**src/inc/bio_pkg.sv**
```systemverilog
// package for the bidirectional io port block
// assumes a single 100 MHz clock and classic wishbone register access
package bio_pkg;

  // port widths: 8 + 8 + 7 = 23 lines on the largest variant
  localparam int PA_W = 8;
  localparam int PB_W = 8;
  localparam int PC_W = 7;

  // register word offsets (byte addresses)
  localparam logic [7:0] OFS_PORT_A   = 8'h00;
  localparam logic [7:0] OFS_DIR_A    = 8'h04;
  localparam logic [7:0] OFS_PORT_B   = 8'h08;
  localparam logic [7:0] OFS_DIR_B    = 8'h0C;
  localparam logic [7:0] OFS_PORT_C   = 8'h10;
  localparam logic [7:0] OFS_DIR_C    = 8'h14;
  localparam logic [7:0] OFS_WAKE_EN  = 8'h18;
  localparam logic [7:0] OFS_CTRL     = 8'h1C;
  localparam logic [7:0] OFS_STATUS   = 8'h20;
  localparam logic [7:0] OFS_MASK     = 8'h24;

  // reset values
  localparam logic [7:0]  RST_LATCH   = 8'hFF;
  localparam logic [7:0]  RST_DIR     = 8'hFF;
  localparam logic [7:0]  RST_WAKE_EN = 8'h00;
  localparam logic [1:0]  RST_MASK    = 2'h0;
  localparam logic [31:0] UNMAPPED_RD = 32'h0000_0000;

  // status / mask / ctrl bit positions
  localparam int ST_WAKE   = 0;
  localparam int ST_PA_CHG = 1;
  localparam int CTRL_HALT = 0;

  // core state
  typedef enum logic [0:0]
  {
    BIO_RUN  = 1'b0,
    BIO_HALT = 1'b1
  } bio_pwr_e;

  // wishbone request carrier
  typedef struct packed
  {
    logic        cyc;
    logic        stb;
    logic        we;
    logic [7:0]  adr;
    logic [3:0]  sel;
    logic [31:0] dat;
  } bio_wb_req_s;

endpackage

```
**src/rtl/bio_port.sv**
```systemverilog
// one bidirectional port: output latch, direction register, read mux
// assumes the pins are already synchronised; pull-high and schmitt are options
module bio_port
  import bio_pkg::*;
#(
  parameter int         W       = 8,
  parameter logic       PULL_HI = 1'b0,
  parameter logic       SCHMITT = 1'b1
)
(
  // clock and reset
  input  wire logic         clk,
  input  wire logic         rst,
  // register writes
  input  wire logic         wr_latch,
  input  wire logic         wr_dir,
  input  wire logic [W-1:0] wdata,
  // synchronised pin levels
  input  wire logic [W-1:0] pin_sync,
  // read side
  output logic      [W-1:0] port_rd,
  output logic      [W-1:0] dir_rd,
  // pin drive
  output logic      [W-1:0] pin_o,
  output logic      [W-1:0] pin_oe_n,
  output logic      [W-1:0] pull_en
);

  typedef struct packed
  {
    logic [W-1:0] latch;
    logic [W-1:0] dir;
    logic [W-1:0] inp;
  } bio_port_s;

  bio_port_s st_q;
  bio_port_s st_d;

  always_comb
  begin
    st_d = st_q;
    if (wr_latch)
      st_d.latch = wdata;
    if (wr_dir)
      st_d.dir = wdata;
    st_d.inp = pin_sync;
  end

  always_ff @(posedge clk or posedge rst)
  begin
    if (rst)
    begin
      // latches and directions reset to ones
      st_q.latch <= W'(RST_LATCH);
      st_q.dir   <= W'(RST_DIR);
      st_q.inp   <= '1;
    end
    else
    begin
      st_q <= st_d;
    end
  end

  genvar g;
  generate
    for (g = 0; g < W; g++)
    begin : g_bit
      // pin or latch, schmitt one stage later
      assign port_rd[g]  = st_q.dir[g] ? (SCHMITT ? st_q.inp[g] : pin_sync[g]) : st_q.latch[g];
      // push-pull from latch when dir is zero
      assign pin_o[g]    = st_q.latch[g];
      assign pin_oe_n[g] = st_q.dir[g];
      // pull-high whole port, only on inputs
      assign pull_en[g]  = PULL_HI & st_q.dir[g];
    end
  endgenerate

  assign dir_rd = st_q.dir;

endmodule

```
**src/rtl/bio_sync.sv**
```systemverilog
// two-flop synchroniser for a vector of pin levels
// assumes pins are asynchronous to clk
module bio_sync
  import bio_pkg::*;
#(
  parameter int W = 8
)
(
  // clock and reset
  input  wire logic         clk,
  input  wire logic         rst,
  // data
  input  wire logic [W-1:0] din,
  output logic      [W-1:0] dout
);

  typedef struct packed
  {
    logic [W-1:0] s1;
    logic [W-1:0] s2;
  } bio_sync_s;

  bio_sync_s st_q;
  bio_sync_s st_d;

  always_comb
  begin
    st_d.s1 = din;
    st_d.s2 = st_q.s1;
  end

  always_ff @(posedge clk or posedge rst)
  begin
    if (rst)
    begin
      // idle pins read high
      st_q <= '1;
    end
    else
    begin
      st_q <= st_d;
    end
  end

  assign dout = st_q.s2;

endmodule

```
**src/rtl/bio_top.sv**
```systemverilog
// bidirectional io ports with wishbone register access and port a wake-up
// assumes a classic wishbone master on clk; pins are asynchronous
// Operation
// - twenty-three two-way lines in three ports, each usable as input or output.
// - each port's data sits at its own fixed register address.
// - port input is not latched; a read returns the pin level after two synchroniser clocks, three on schmitt inputs.
// - written output data stays in its latch until written again.
// - input pins may get a weak pull-high chosen by a build option.
// - the pull-high option covers a whole port, never single pins.
// - in power-down the core stays idle until a selected port a pin falls.
// - each port a pin can be enabled for wake-up on its own.
// - each port has its own direction register with one bit per pin.
// - a one in a direction bit makes the pin an input reading the pin level.
// - a zero in a direction bit makes the pin a push-pull output from its latch.
// - reading an output pin returns the latch, not the pin level.
// - port a input type is a build option; other ports are always schmitt.
// - reset sets all latches and direction bits to ones.
// - bit set and clear are read-modify-write of the whole port.
//
// Implementation choices: the register offsets and the Wishbone slave port.
module bio_top
  import bio_pkg::*;
#(
  parameter logic PA_PULL_HI = 1'b0,
  parameter logic PB_PULL_HI = 1'b0,
  parameter logic PC_PULL_HI = 1'b0,
  parameter logic PA_SCHMITT = 1'b1
)
(
  // clock and reset
  input  wire logic            clk,
  input  wire logic            rst,
  // wishbone slave
  input  wire logic            wb_cyc_i,
  input  wire logic            wb_stb_i,
  input  wire logic            wb_we_i,
  input  wire logic [7:0]      wb_adr_i,
  input  wire logic [3:0]      wb_sel_i,
  input  wire logic [31:0]     wb_dat_i,
  output logic      [31:0]     wb_dat_o,
  output logic                 wb_ack_o,
  // port a pins
  input  wire logic [PA_W-1:0] port_a_i,
  output logic      [PA_W-1:0] port_a_o,
  output logic      [PA_W-1:0] port_a_oe_n,
  output logic      [PA_W-1:0] port_a_pull,
  // port b pins
  input  wire logic [PB_W-1:0] port_b_i,
  output logic      [PB_W-1:0] port_b_o,
  output logic      [PB_W-1:0] port_b_oe_n,
  output logic      [PB_W-1:0] port_b_pull,
  // port c pins
  input  wire logic [PC_W-1:0] port_c_i,
  output logic      [PC_W-1:0] port_c_o,
  output logic      [PC_W-1:0] port_c_oe_n,
  output logic      [PC_W-1:0] port_c_pull,
  // core power state
  output logic                 halted,
  output logic                 wake,
  output logic                 irq
);

  typedef struct packed
  {
    logic            ack;
    logic [31:0]     rdat;
    bio_pwr_e        pwr;
    logic            wake;
    logic [PA_W-1:0] wake_en;
    logic [PA_W-1:0] pa_prev;
    logic [1:0]      status;
    logic [1:0]      mask;
    logic            irq;
  } bio_top_s;

  bio_top_s    st_q;
  bio_top_s    st_d;
  bio_wb_req_s req;

  logic [PA_W-1:0] pa_sync;
  logic [PB_W-1:0] pb_sync;
  logic [PC_W-1:0] pc_sync;
  logic [PA_W-1:0] pa_rd;
  logic [PA_W-1:0] pa_dir;
  logic [PB_W-1:0] pb_rd;
  logic [PB_W-1:0] pb_dir;
  logic [PC_W-1:0] pc_rd;
  logic [PC_W-1:0] pc_dir;
  logic            wr_go;
  logic            rd_go;
  logic            lane0;
  logic [PA_W-1:0] pa_fall;
  logic            wake_hit;

  assign req.cyc = wb_cyc_i;
  assign req.stb = wb_stb_i;
  assign req.we  = wb_we_i;
  assign req.adr = wb_adr_i;
  assign req.sel = wb_sel_i;
  assign req.dat = wb_dat_i;

  // request accepted once; ack drops the cycle after
  assign wr_go = req.cyc & req.stb & req.we & ~st_q.ack;
  assign rd_go = req.cyc & req.stb & ~req.we & ~st_q.ack;
  assign lane0 = req.sel[0];

  // pins synchronised, never latched beyond that
  bio_sync #(.W(PA_W)) u_sync_a (.clk(clk), .rst(rst), .din(port_a_i), .dout(pa_sync));
  bio_sync #(.W(PB_W)) u_sync_b (.clk(clk), .rst(rst), .din(port_b_i), .dout(pb_sync));
  bio_sync #(.W(PC_W)) u_sync_c (.clk(clk), .rst(rst), .din(port_c_i), .dout(pc_sync));

  bio_port #(.W(PA_W), .PULL_HI(PA_PULL_HI), .SCHMITT(PA_SCHMITT)) u_port_a
  (
    .clk      (clk),
    .rst      (rst),
    .wr_latch (wr_go & lane0 & (req.adr == OFS_PORT_A)),
    .wr_dir   (wr_go & lane0 & (req.adr == OFS_DIR_A)),
    .wdata    (req.dat[PA_W-1:0]),
    .pin_sync (pa_sync),
    .port_rd  (pa_rd),
    .dir_rd   (pa_dir),
    .pin_o    (port_a_o),
    .pin_oe_n (port_a_oe_n),
    .pull_en  (port_a_pull)
  );

  bio_port #(.W(PB_W), .PULL_HI(PB_PULL_HI), .SCHMITT(1'b1)) u_port_b
  (
    .clk      (clk),
    .rst      (rst),
    .wr_latch (wr_go & lane0 & (req.adr == OFS_PORT_B)),
    .wr_dir   (wr_go & lane0 & (req.adr == OFS_DIR_B)),
    .wdata    (req.dat[PB_W-1:0]),
    .pin_sync (pb_sync),
    .port_rd  (pb_rd),
    .dir_rd   (pb_dir),
    .pin_o    (port_b_o),
    .pin_oe_n (port_b_oe_n),
    .pull_en  (port_b_pull)
  );

  bio_port #(.W(PC_W), .PULL_HI(PC_PULL_HI), .SCHMITT(1'b1)) u_port_c
  (
    .clk      (clk),
    .rst      (rst),
    .wr_latch (wr_go & lane0 & (req.adr == OFS_PORT_C)),
    .wr_dir   (wr_go & lane0 & (req.adr == OFS_DIR_C)),
    .wdata    (req.dat[PC_W-1:0]),
    .pin_sync (pc_sync),
    .port_rd  (pc_rd),
    .dir_rd   (pc_dir),
    .pin_o    (port_c_o),
    .pin_oe_n (port_c_oe_n),
    .pull_en  (port_c_pull)
  );

  // per-pin falling edge, only enabled pins
  assign pa_fall  = st_q.pa_prev & ~pa_sync & st_q.wake_en;
  // one combined request, only in power-down
  assign wake_hit = (st_q.pwr == BIO_HALT) & (|pa_fall);

  always_comb
  begin
    st_d         = st_q;
    st_d.ack     = rd_go | wr_go;
    st_d.pa_prev = pa_sync;
    st_d.wake    = 1'b0;
    st_d.rdat    = UNMAPPED_RD;
    // read returns whole port for read-modify-write
    if (rd_go)
    begin
      unique case (req.adr)
        OFS_PORT_A:  st_d.rdat = 32'(pa_rd);
        OFS_DIR_A:   st_d.rdat = 32'(pa_dir);
        OFS_PORT_B:  st_d.rdat = 32'(pb_rd);
        OFS_DIR_B:   st_d.rdat = 32'(pb_dir);
        OFS_PORT_C:  st_d.rdat = 32'(pc_rd);
        OFS_DIR_C:   st_d.rdat = 32'(pc_dir);
        OFS_WAKE_EN: st_d.rdat = 32'(st_q.wake_en);
        OFS_CTRL:    st_d.rdat = 32'(st_q.pwr == BIO_HALT);
        OFS_STATUS:  st_d.rdat = 32'(st_q.status);
        OFS_MASK:    st_d.rdat = 32'(st_q.mask);
        default:     st_d.rdat = UNMAPPED_RD;
      endcase
    end
    if (wr_go & lane0)
    begin
      if (req.adr == OFS_WAKE_EN)
        st_d.wake_en = req.dat[PA_W-1:0];
      if (req.adr == OFS_MASK)
        st_d.mask = req.dat[1:0];
      if (req.adr == OFS_CTRL && req.dat[CTRL_HALT])
        st_d.pwr = BIO_HALT;
    end
    // read of status clears; set below wins
    if (rd_go && req.adr == OFS_STATUS)
      st_d.status = 2'h0;
    // falling edge of selected pin ends power-down
    if (wake_hit)
    begin
      st_d.pwr            = BIO_RUN;
      st_d.wake           = 1'b1;
      st_d.status[ST_WAKE] = 1'b1;
    end
    if (|(st_q.pa_prev ^ pa_sync))
      st_d.status[ST_PA_CHG] = 1'b1;
    st_d.irq = |(st_d.status & st_d.mask);
  end

  always_ff @(posedge clk or posedge rst)
  begin
    if (rst)
    begin
      st_q         <= '0;
      st_q.pwr     <= BIO_RUN;
      st_q.pa_prev <= '1;
      st_q.wake_en <= RST_WAKE_EN;
      st_q.mask    <= RST_MASK;
    end
    else
    begin
      st_q <= st_d;
    end
  end

  assign wb_ack_o = st_q.ack;
  assign wb_dat_o = st_q.rdat;
  assign halted   = (st_q.pwr == BIO_HALT);
  assign wake     = st_q.wake;
  assign irq      = st_q.irq;
endmodule

```
**config.mk**
```make
export PLATFORM = sky130hd
export DESIGN_NAME = bio_top
export DESIGN_NICKNAME = d
export VERILOG_FILES = /design/src/inc/bio_pkg.sv /design/src/rtl/bio_port.sv /design/src/rtl/bio_sync.sv /design/src/rtl/bio_top.sv
export SDC_FILE = /design/constraint.sdc
export NUM_CORES = 1
export LEC_CHECK = 0
export ABC_AREA = 0
export BUFFER_PORTS_ARGS = -buffer_cell sky130_fd_sc_hd__buf_2
export CAP_MARGIN = 20
export CORE_MARGIN = 2
export CORE_UTILIZATION = 55
export CTS_CLUSTER_DIAMETER = 100
export CTS_CLUSTER_SIZE = 28
export DETAILED_ROUTE_END_ITERATION = 10
export PLACE_DENSITY_LB_ADDON = 0.05
export RECOVER_POWER = 25
export SYNTH_ARGS = -nofsm -noshare
export SYNTH_HDL_FRONTEND = slang
export SYNTH_SLANG_ARGS = --single-unit
```
**constraint.sdc**
```tcl
create_clock -name clk -period 7.2 [get_ports clk]
set_clock_uncertainty 0.2 [all_clocks]
set_input_delay 0.36 -clock clk [delete_from_list [all_inputs] [get_ports clk]]
set_output_delay 0.36 -clock clk [all_outputs]
set_load 0.005 [all_outputs]
```
# Word-level counts from Yosys, hierarchy flattened
# Index checks and enable logic that the tools add are counted.
# classes
order_cmp	0
add_sub_neg	0
shift	0
muxes	33
n_eq_ne	9
mul	0
bitwise	21
n_reduce_logical	10
div_mod_pow	0
# op_table
cell	count
case mux 8 bit (10 select lines)	1
== test 8 x 5 -> 1 bit (second input constant)	4
two-way mux 32 bit	1
two-way mux 1 bit	27
AND 8 bit	2
== test 8 x 4 -> 1 bit (second input constant)	2
== test 8 x 6 -> 1 bit (second input constant)	2
OR reduction 8 bit	2
AND 1 bit	13
== test 8 x 3 -> 1 bit (second input constant)	1
zero test 8 bit	1
two-way mux 2 bit	4
NOT 8 bit	1
XOR 8 bit	1
AND reduction 2 bit	2
nonzero test 2 bit	2
AND 2 bit	1
logical AND 1 bit	2
NOT 1 bit	2
OR reduction 2 bit	1
OR 1 bit	1
# totals
ff_bits	163
output_inout_bits	105
ram_bits	0
elab_cells	96
inputBits	72
rom_bits	0
memories	0
latch_bits	0

# Depth between registers and ports, before layout
# Gate-level depths: netlist of the first run.
# logic_depth
ltp_word	8
depth_mapped	7
ltp_nobuf	6

# By module
# Synthesis of the first run repeated with hierarchy kept, for this count alone.
# hier_totals
hier_cells	491
hier_area_um2	6947.9
# modules_own_cells
module	seq_area_each_um2	cells_per_inst	area_each_um2	instances
bio_port at u_port_a ...	630.6	84	1231.2	2
bio_top	810.8	200	2184.6	1
bio_port at u_port_c	551.8	74	1081.0	1
bio_sync at u_sync_a ...	420.4	17	424.2	2
bio_sync at u_sync_c	367.9	15	371.6	1

# Least setup slack after synthesis of the first run
# No wires, ideal clock.
# synth_path
path_type	input -> register
startpoint	input wb_adr_i[3]
endpoint	register st_q (netlist bit irq)
path_stages	5
setup_time_ps	121
setup_slack_ps	5007
arrival_time_ps	1872
cell_sequence	clkbuf_2 -> or4b_4 -> and4b_1 -> mux2_2 -> a22o_1
# synth_lines
element	line_no	text
start: declaration	bio_top.sv:37	input wire logic [7:0] wb_adr_i,
end signal: assignment	bio_top.sv:222	st_q <= st_d;
end: declaration	bio_top.sv:76	bio_top_s st_q;

==> results of run 1 <==
## stage by stage
| stage | hold WS [ns] | instances |
|---|---|---|
| 3_3_place_gp | 0.145 | 649 |
| 4_1_cts | 0.0654 | 715 |
| 3_5_place_dp | 0.147 | 649 |
| 6_report | 0.100 | 716 |
| 2_1_floorplan | 0.145 | 506 |
| 5_1_grt | 0.119 | 716 |
## layer usage
metal	share of wire (%)	wire length [um]	global-route usage (%)	up-vias
met2	47	6100	34.9	160
met5	0	0	0	-
met4	2.7	355	10.0	0
met1	43	5570	30.8	1900
met3	7.0	908	7.53	26
li1	-	-	-	1720
## sequential cells by signal (all words and copies together), names as in the netlist, 8 cells and up
register         cells
st_q                12
u_port_a.dir_rd      8
u_port_a.pin_o       8
u_port_a.st_q        8
u_port_b.dir_rd      8
u_port_b.pin_o       8
u_port_b.st_q        8
u_sync_a.dout        8
u_sync_a.st_d        8
u_sync_b.dout        8
u_sync_b.st_d        8
wb_dat_o             8
## tightest hold or removal path, delay by kind of cell
family          cells  cell delay [ns]
buf+inv             1             0.09
compound gates      1             0.15
simple gates        2             0.18
## final timing paths
kind / end / slack [ns] / depth (start not counted)
worst max-delay path: st_q[16] / 3.92 / 4
worst min-delay path: st_q[4] / 0.10 / 4
worst max register to register: u_port_b.dir_rd[1] / 4.69 / 4
worst min register to register: u_sync_b.dout[1] / 0.15 / 0
max in group clk: u_port_b.dir_rd[1] / 4.38 / 5
min in group asynchronous: st_q[18] / 1.11 / 3
## layout make-up
type	instances	area, um2
tap	140	175
multi-input combinational	253	1920
timing repair buffer	139	871
fill	811	3590
sequential	139	3620
clock inverter	12	171
inverter	13	50.0
clock buffer	20	435
## power by group through the flow
| stage | clock network (mW) | registers (mW) | logic, mW |
|---|---|---|---|
| 2_1_floorplan | 0 | 0.844 | 0.0622 |
| 3_3_place_gp | 0 | 0.848 | 0.0743 |
| 3_5_place_dp | 0 | 0.849 | 0.0762 |
| 4_1_cts | 0.901 | 0.838 | 0.0906 |
| 5_1_grt | 0.938 | 0.840 | 0.103 |
| 6_report | 0.880 | 0.837 | 0.0903 |
## Yosys cell counts, drive strengths merged, types with 7 or more instances
cell      n
a21oi    10
a22oi     7
a31oi     8
buf      90
clkbuf   11
dfrtp    24
dfstp   115
ha        8
inv      13
mux2     58
mux2i     8
nor2     10
o21ai    23
or3b      9
## cells by family (layout without fill, tap and decap cells)
kind of cell,after synthesis,count (layout),share of synthesized area (%)
buffers and inverters,114,184,12.4
multiplexers,66,66,12.0
AO/OA/AOI/OAI,66,66,6.90
other,1,47,0.0612
AND/OR/NAND/NOR,66,66,7.98
adder cells (fa/ha/maj),8,8,1.63
flip-flops,139,139,59.1
==> summary.txt, run 1 <==
Hold Path Origin: wb_we_i
# clock sinks: 139
setup ws final: 3.92 ns
Port-buffer cells: 102
Site Rows: 38
crit share post-route: 45.6%
first-pass GRT wire length: 20100 um
remaining antenna violation count: 0
GRT overflow: 0
Final setup violation count: 0
combinational power share: 5.0%
vias in the first global route: 3727
failing checks: capacitance limit, slew limit
Post-synth EDFFs: 0
Req. time, crit path: 7.56 ns
post-cts sizing count: 0
DR WL/cell: 18.1 um
RSZ-0062 raised after global routing: false
Final #Nets: 643
Finished Cell Area: 7250 um2
Die X: 110 um
Root Driver: clkbuf_8
CP startpoint kind: input pin
GRT Overall Usage: 23.1%
CP startpoint: rst
final hold vios: 0
Yosys top cell by area: dfstp_2
number of buffers and inverters on the critical path: 4
Total Negative Setup Slacks: 0 ns
Arr. time, crit path: 3.64 ns
synthesized flop and latch total: 139
synth unique cells: 50
ys async rst share: 100%
initial DRC count: 219
power per standard cell area: 249 nW/um2
clock latency on the worst-skew pair: 0.51 ns
Setup Crit Path Kind: input pin to asynchronous set/reset pin
Period minus WS final: 3.28 ns
top cell type's share of synthesized area: 49.3%
CP Max Fanout: 74
Placement Cell Area: 6300 um2
most frequent cells in the layout: 109 x dfstp_2, 102 x buf_2, 58 x mux2_2
layout cell share with drive strength beyond 1: 55.9%
Pins Over Slew Limit: 75
Worst VDD drop: 0.184 mV
# diodes: 0
most common cell after layout, fill and taps aside: dfstp_2
post-CTS setup buffer count: 0
Vias: 3806
share of power burned in registers: 46.3%
Avg Cell Area, Syn: 13.3 um2
Rel. slew slack: -107%
Max Cap Viol: 1
sequential area share after synthesis: 59.1%
top_reg_cell synth: dfstp_2
initial antenna violation count: 0
worst r2r src: wb_ack_o
Core Util, Final: 66.9%
final wirelength: 12900 um
CTS tree: built
core area: 10800 um2
Slowest-stage cell, CP: clkinvlp_2
post-synthesis instance total: 460
Worst-Margin Slew: 3.08 ns
effective utilization at floorplan: 56.6%
Placer Congestion: 0.879
Ys Warns: 0
HPWL Detailed: 8620 um
Area contributors post-synth: dfstp_2 49%, mux2_2 11%, buf_4 10%
Max Root-Sink Buffers: 2
DRC Markers: 0
IO Count: 177
die area: 12000 um2
worst hold path class: input pin to flop
worst path cell trace: dlygate4sd3_1 -> buf_2 -> clkinvlp_2 -> buf_4
critical path endpoint category: asynchronous set/reset pin
fmax: 305 MHz
clock-pin slew on the worst setup and hold paths: 0.06 ns
switching power: 0.378 mW
routed vias/inst: 5.32
post-synthesis instance area: 6130 um2
Tot Pwr: 1.81 mW
Pre-antenna DRT Iters: 4
Clock power frac: 48.7%
cts bufs inserted: 17
pin count of the biggest net entering global routing: 75
switching share of power: 20.9%
pre-CTS setup slack: 3.69 ns
Pint: 1.43 mW
family with the most delay on the worst path: buffers and inverters
DIE HEIGHT: 110 um
H-tree depth: 4
hold buffer count at CTS: 34
status: finished, violations left
Lkg Pwr: 3.19 nW
Slowest Stage Delay on Critical Path: 1.73 ns
Layout area overhead: 18.2%
No activity file was read; power rests on OpenSTA's default activity.
==> run 2: changes to the inputs <==
--- a/config.mk
+++ b/config.mk
@@ -9,7 +9,7 @@
 export BUFFER_PORTS_ARGS = -buffer_cell sky130_fd_sc_hd__buf_2
 export CAP_MARGIN = 20
 export CORE_MARGIN = 2
-export CORE_UTILIZATION = 55
+export CORE_UTILIZATION = 47
 export CTS_CLUSTER_DIAMETER = 100
 export CTS_CLUSTER_SIZE = 28
 export DETAILED_ROUTE_END_ITERATION = 10
==> constraint.sdc (replaced) <==
create_clock -name clk -period 2.65 [get_ports clk]
set_clock_uncertainty 0.2 [all_clocks]
set_input_delay 0.1325 -clock clk [delete_from_list [all_inputs] [get_ports clk]]
set_output_delay 0.1325 -clock clk [all_outputs]
set_load 0.005 [all_outputs]
==> run 2 against run 1 <==
Net effect:
- the run now ends clean
- final cell count increased by 7.8%
- sequential share of layout area is 1.7 points lower
- wire length up 8.6%
- die area is 16% higher
- combinational power rose to 2.9 times the previous value
- count of clock-buffer cells in the layout stayed put
- total power rose to 2.7 times the previous value
- register-to-register slack got worse by 4.3 ns
- non-clock buffer count increased by 24
- setup slack got worse by 3.6 ns
- critical path depth increased by 2
- critical endpoint is now st_q[19]
==> summary.txt, run 2 (synthesis results as in run 1) <==
worst path cell trace: dlygate4sd3_1 -> buf_2 -> nor4b_2 -> nand3_1 -> nor2_2 -> mux2_2
Arr. time, crit path: 2.45 ns
Top reg by flops: st_q
Pins Over Slew Limit: 0
HPWL Detailed: 9880 um
max reg flops: 12
setup ws final: 0.306 ns
status: finished, final reports clean
clock latency on the worst-skew pair: 0.42 ns
Worst-Margin Slew: 1.25 ns
H-tree depth: 4
Placer Congestion: 0.905
Register-to-Register Path Depth: 4
Port-buffer cells: 102
Period minus WS final: 2.34 ns
core area: 12700 um2
vias in the first global route: 3890
Die X: 118 um
Layout fillers: 1064
Site Rows: 41
post-cts sizing count: 0
Crit. path cell count: 6
Max Root-Sink Buffers: 2
DRC Markers: 0
Worst VDD drop: 0.537 mV
cts bufs inserted: 17
CTS tree: built
GRT overflow: 0
Fin Hold WS: 0.0571 ns
crit share post-route: 88.4%
IO Count: 177
effective utilization at floorplan: 48.4%
Hold Crit Depth: 4
first-pass GRT wire length: 22000 um
most common cell after layout, fill and taps aside: dfstp_2
CP startpoint kind: input pin
initial antenna violation count: 0
Slowest Stage Delay on Critical Path: 0.56 ns
final hold vios: 0
Slowest-stage cell, CP: nor2_2
Final #Nets: 667
GRT Overall Usage: 21.1%
Tot Pwr: 4.87 mW
Pre-antenna DRT Iters: 4
Final setup violation count: 0
pin count of the biggest net entering global routing: 39
remaining antenna violation count: 0
Rel. slew slack: 16.1%
family with the most delay on the worst path: simple AND/OR/NAND/NOR gates
die area: 14000 um2
initial DRC count: 210
Core Util, Final: 59.2%
Root Driver: clkbuf_16
multi-input logic area: 1920 um2
Setup Crit Path Kind: input pin to flop
final wirelength: 14000 um
# clock sinks: 139
power per standard cell area: 650 nW/um2
layout cell share with drive strength beyond 1: 56.5%
fmax: 427 MHz
Max Cap Viol: 0
Req. time, crit path: 2.75 ns
# diodes: 0
FF/Latch Area: 3620 um2
worst hold path class: input pin to flop
Lkg Pwr: 3.30 nW
number of buffers and inverters on the critical path: 2
Vias: 3868
RSZ-0062 raised after global routing: false
DR WL/cell: 18.2 um
clock-pin slew on the worst setup and hold paths: 0.06 ns
CP Max Fanout: 8
Total Negative Setup Slacks: 0 ns
post-CTS setup buffer count: 0
pre-CTS setup slack: 0.452 ns
routed vias/inst: 5.01
DIE HEIGHT: 118 um
most frequent cells in the layout: 109 x dfstp_2, 100 x buf_2, 58 x mux2_2
critical path endpoint category: flop
Layout area overhead: 22.3%
run 2: path summary, 6_finish.rpt:
path	startpoint	end	slack [ns]
setup / recovery	wb_adr_i[5]	st_q[19]	0.31
hold / removal	wb_adr_i[4]	wb_dat_o[0]	0.06
setup reg to reg	wb_ack_o	st_q[19]	0.44
hold reg to reg	u_sync_b.st_d[6]	u_sync_b.dout[6]	0.15
max in group asynchronous	rst	u_port_c.st_q[2]	1.03
min in group asynchronous	rst	st_q[17]	0.31
run 2: routing by layer:
layer  global-route usage [%]  vias up  wire, um  share of wire (%)
met5                        0        -         0                  0
met2                     33.5      158      6830                 49
met3                     4.87       20       917                6.5
met4                     8.58        0       245                1.7
met1                     28.0     1942      6040                 43
li1                         -     1748         -                  -
run 2: worst min-delay path, stage by stage:
cell and delay, ns:
buf_2 0.17, nor4b_1 0.08, o21ai_0 0.14, a31oi_1 0.10
run 2: area by class of cell:
| class | count | share of cell area (%) |
|---|---|---|
| Tap cell | 172 | 2.87 |
| Clock inverter | 12 | 1.87 |
| Inverter | 13 | 0.668 |
| Timing Repair Buffer | 163 | 14.7 |
| Multi-Input combinational cell | 253 | 25.6 |
| Clock buffer | 20 | 5.96 |
| Sequential cell | 139 | 48.3 |
run 2: metrics by stage:
stage / std cells / cell area [um2]
2_1_floorplan: 506 / 6310
4_1_cts: 772 / 7500
5_1_grt: 772 / 7500
3_3_place_gp: 701 / 6530
6_report: 772 / 7500
3_5_place_dp: 701 / 6530
run 2: what timing repair did:
action / 4_1_cts / 5_1_grt
setup endpoints to repair: 0 / 0
hold buffers: 39 / 0
hold endpoints to repair: 107 / 0
run 2: power by group:
group | switching, mW | internal, mW | total [mW]
Clock | 0.910 | 1.42 | 2.33
Combinational | 0.153 | 0.112 | 0.265
Sequential | 0.0332 | 2.24 | 2.27
Total | 1.10 | 3.77 | 4.87
==> run 3: changes to the inputs <==
--- a/config.mk
+++ b/config.mk
@@ -5,7 +5,7 @@
 export SDC_FILE = /design/constraint.sdc
 export NUM_CORES = 1
 export LEC_CHECK = 0
-export ABC_AREA = 0
+export ABC_AREA = 1
 export BUFFER_PORTS_ARGS = -buffer_cell sky130_fd_sc_hd__buf_2
 export CAP_MARGIN = 20
 export CORE_MARGIN = 2
==> run 3 against run 2 <==
Net effect:
- via count up 13%
- setup slack better by 0.060 ns
- combinational power down 13%
- register-to-register slack better by 0.36 ns
- die area up 3.2%
- synthesized cell count up 41%
- core utilization down 2.1 points
- first-iteration DRC count up 23%
- global-route usage down 0.55 points
- wire length down 0.86%
- critical endpoint is now u_port_b.pin_o[7]
- highest routed layer unchanged
==> summary.txt, run 3 <==
Root Driver: clkbuf_16
clock latency on the worst-skew pair: 0.42 ns
ys async rst share: 100%
remaining antenna violation count: 0
CP Max Fanout: 16
CP dominant cell by count: dlygate4sd3_1
top cell type's share of synthesized area: 47.7%
post-synthesis instance area: 6330 um2
Avg Cell Area, Syn: 9.76 um2
Lkg Pwr: 3.56 nW
die area: 14400 um2
Req. time, crit path: 2.77 ns
worst hold path class: input pin to flop
fmax: 438 MHz
Core Util, Final: 57.1%
Max Cap Viol: 0
core area: 13200 um2
post-synthesis instance total: 649
Max Root-Sink Buffers: 2
synth unique cells: 28
power per standard cell area: 663 nW/um2
pin count of the biggest net entering global routing: 140
Total Negative Setup Slacks: 0 ns
pre-CTS setup slack: 0.615 ns
Arr. time, crit path: 2.41 ns
Synth Area in XOR/XNOR: 0%
top-count cell post-synth: nand2_1
Worst-Margin Slew: 0.710 ns
Synth Area in Compound Gates: 6.62%
IO Count: 177
HPWL Detailed: 9690 um
routed vias/inst: 4.61
post-CTS setup buffer count: 0
Rel. slew slack: 52.7%
effective utilization at floorplan: 48.0%
FF/Latch Area: 3620 um2
Port-buffer cells: 102
Post-synth EDFFs: 0
Period minus WS final: 2.28 ns
CTS tree: built
Post-synth top cells: 167 x nand2_1, 115 x dfstp_2, 86 x buf_4
Worst VDD drop: 0.419 mV
setup ws final: 0.367 ns
top_reg_cell synth: dfstp_2
cts bufs inserted: 17
most frequent cells in the layout: 167 x nand2_1, 109 x dfstp_2, 101 x buf_2
Layout fillers: 1168
Yosys top cell by area: dfstp_2
Placer Congestion: 0.804
RSZ-0062 raised after global routing: false
Top reg by flops: st_q
max reg flops: 12
family with the most delay on the worst path: buffers and inverters
final hold vios: 0
layout cell share with drive strength beyond 1: 35.9%
most common cell after layout, fill and taps aside: nand2_1
Pre-antenna DRT Iters: 4
synthesized flop and latch total: 139
clock-pin slew on the worst setup and hold paths: 0.06 ns
DRC Markers: 0
first-pass GRT wire length: 22100 um
# clock sinks: 139
DIE HEIGHT: 120 um
Setup Crit Path Kind: input pin to flop
Slowest Stage Delay on Critical Path: 0.57 ns
Final setup violation count: 0
Slowest-stage cell, CP: dlygate4sd3_1
status: finished, final reports clean
GRT Overall Usage: 20.5%
initial antenna violation count: 0
crit share post-route: 86.2%
final wirelength: 13900 um
Final #Nets: 838
Die X: 120 um
mux share of post-synthesis cell area: 0.158%
# diodes: 0
Vias: 4364
Ys Warns: 0
post-synthesis simple-gate area fraction: 19.4%
Tot Pwr: 4.99 mW
Layout area overhead: 18.8%
critical path endpoint category: flop
sequential area share after synthesis: 57.2%
multi-input logic area: 1930 um2
main combinational cell family by area after synthesis: simple AND/OR/NAND/NOR gates
initial DRC count: 258
worst path cell trace: dlygate4sd3_1 -> buf_2 -> nand2_1 -> dlygate4sd3_1 -> nor2_2 -> and3_2 -> nand2_2 -> o21ai_0
number of buffers and inverters on the critical path: 3
GRT overflow: 0
H-tree depth: 4
Site Rows: 42
Synth Area in Adders: 1.58%
Area contributors post-synth: dfstp_2 48%, buf_4 10%, nand2_1 9.9%
Pins Over Slew Limit: 0
vias in the first global route: 4261
DR WL/cell: 14.7 um
CP startpoint kind: input pin
## run 3: changes by cell type after synthesis, sizes merged, moves of 9 or more
cell and delta:
nand2 +174, nor2 +27, o21ai +56, nand3 +33, mux2 -58, or3b -9, inv +45, clkbuf -11
## run 3: kinds of logic (layout without fill, tap and decap cells)
group,Yosys count,count (layout)
other,1,47
flip-flops,139,139
adder cells (fa/ha/maj),8,8
AO/OA/AOI/OAI,82,82
multiplexers,1,1
AND/OR/NAND/NOR,265,265
buffers and inverters,153,229
## run 3: worst paths after layout
kind | startpoint | end | slack [ns] | cells past startpoint
max in group asynchronous | rst | wb_dat_o[6] | 1.45 | 4
worst min register to register | u_sync_c.st_d[0] | u_sync_c.dout[0] | 0.15 | 0
worst max-delay path | wb_stb_i | u_port_b.pin_o[7] | 0.37 | 8
worst max register to register | wb_ack_o | irq | 0.80 | 7
worst min-delay path | wb_dat_i[1] | st_q[14] | 0.04 | 3
min in group asynchronous | rst | st_q[17] | 0.30 | 4
## run 3: layout make-up
class,count,area share (%)
Clock buffer,23,6.78
Clock inverter,9,1.73
Inverter,58,2.94
Multi-Input combinational cell,403,25.7
Sequential cell,139,48.1
Tap cell,176,2.93
Timing Repair Buffer,139,11.8
## run 3: routing by layer
layer / GRT usage, % / wire length [um] / vias up
met3: 4.47 / 753 / 20
li1: - / - / 2149
met5: 0 / 0 / -
met4: 9.04 / 308 / 0
met1: 27.4 / 6280 / 2058
met2: 32.3 / 6580 / 137
## run 3: what timing repair did
item | CTS | global route
resized for setup | 0 | 1
hold endpoints to repair | 94 | 0
hold buffers | 35 | 0
endpoints found under the setup margin | 0 | 10
## run 3: worst min-delay path: stages
cell     delay, ns
buf_2         0.07
inv_1         0.20
o21ai_1       0.20
## run 3: stage by stage
step | hold slack, ns | instance area [um2] | std cells
2_1_floorplan | -0.0630 | 6510 | 695
3_3_place_gp | 0.0372 | 6540 | 880
3_5_place_dp | 0.0387 | 6540 | 880
4_1_cts | 0.0330 | 7530 | 947
5_1_grt | 0.0760 | 7530 | 947
6_report | 0.0377 | 7530 | 947
## run 3: power by group
group	internal (mW)	total, mW	switching, mW
registers	2.23	2.26	0.0268
clock network	1.64	2.50	0.857
logic	0.0853	0.230	0.145
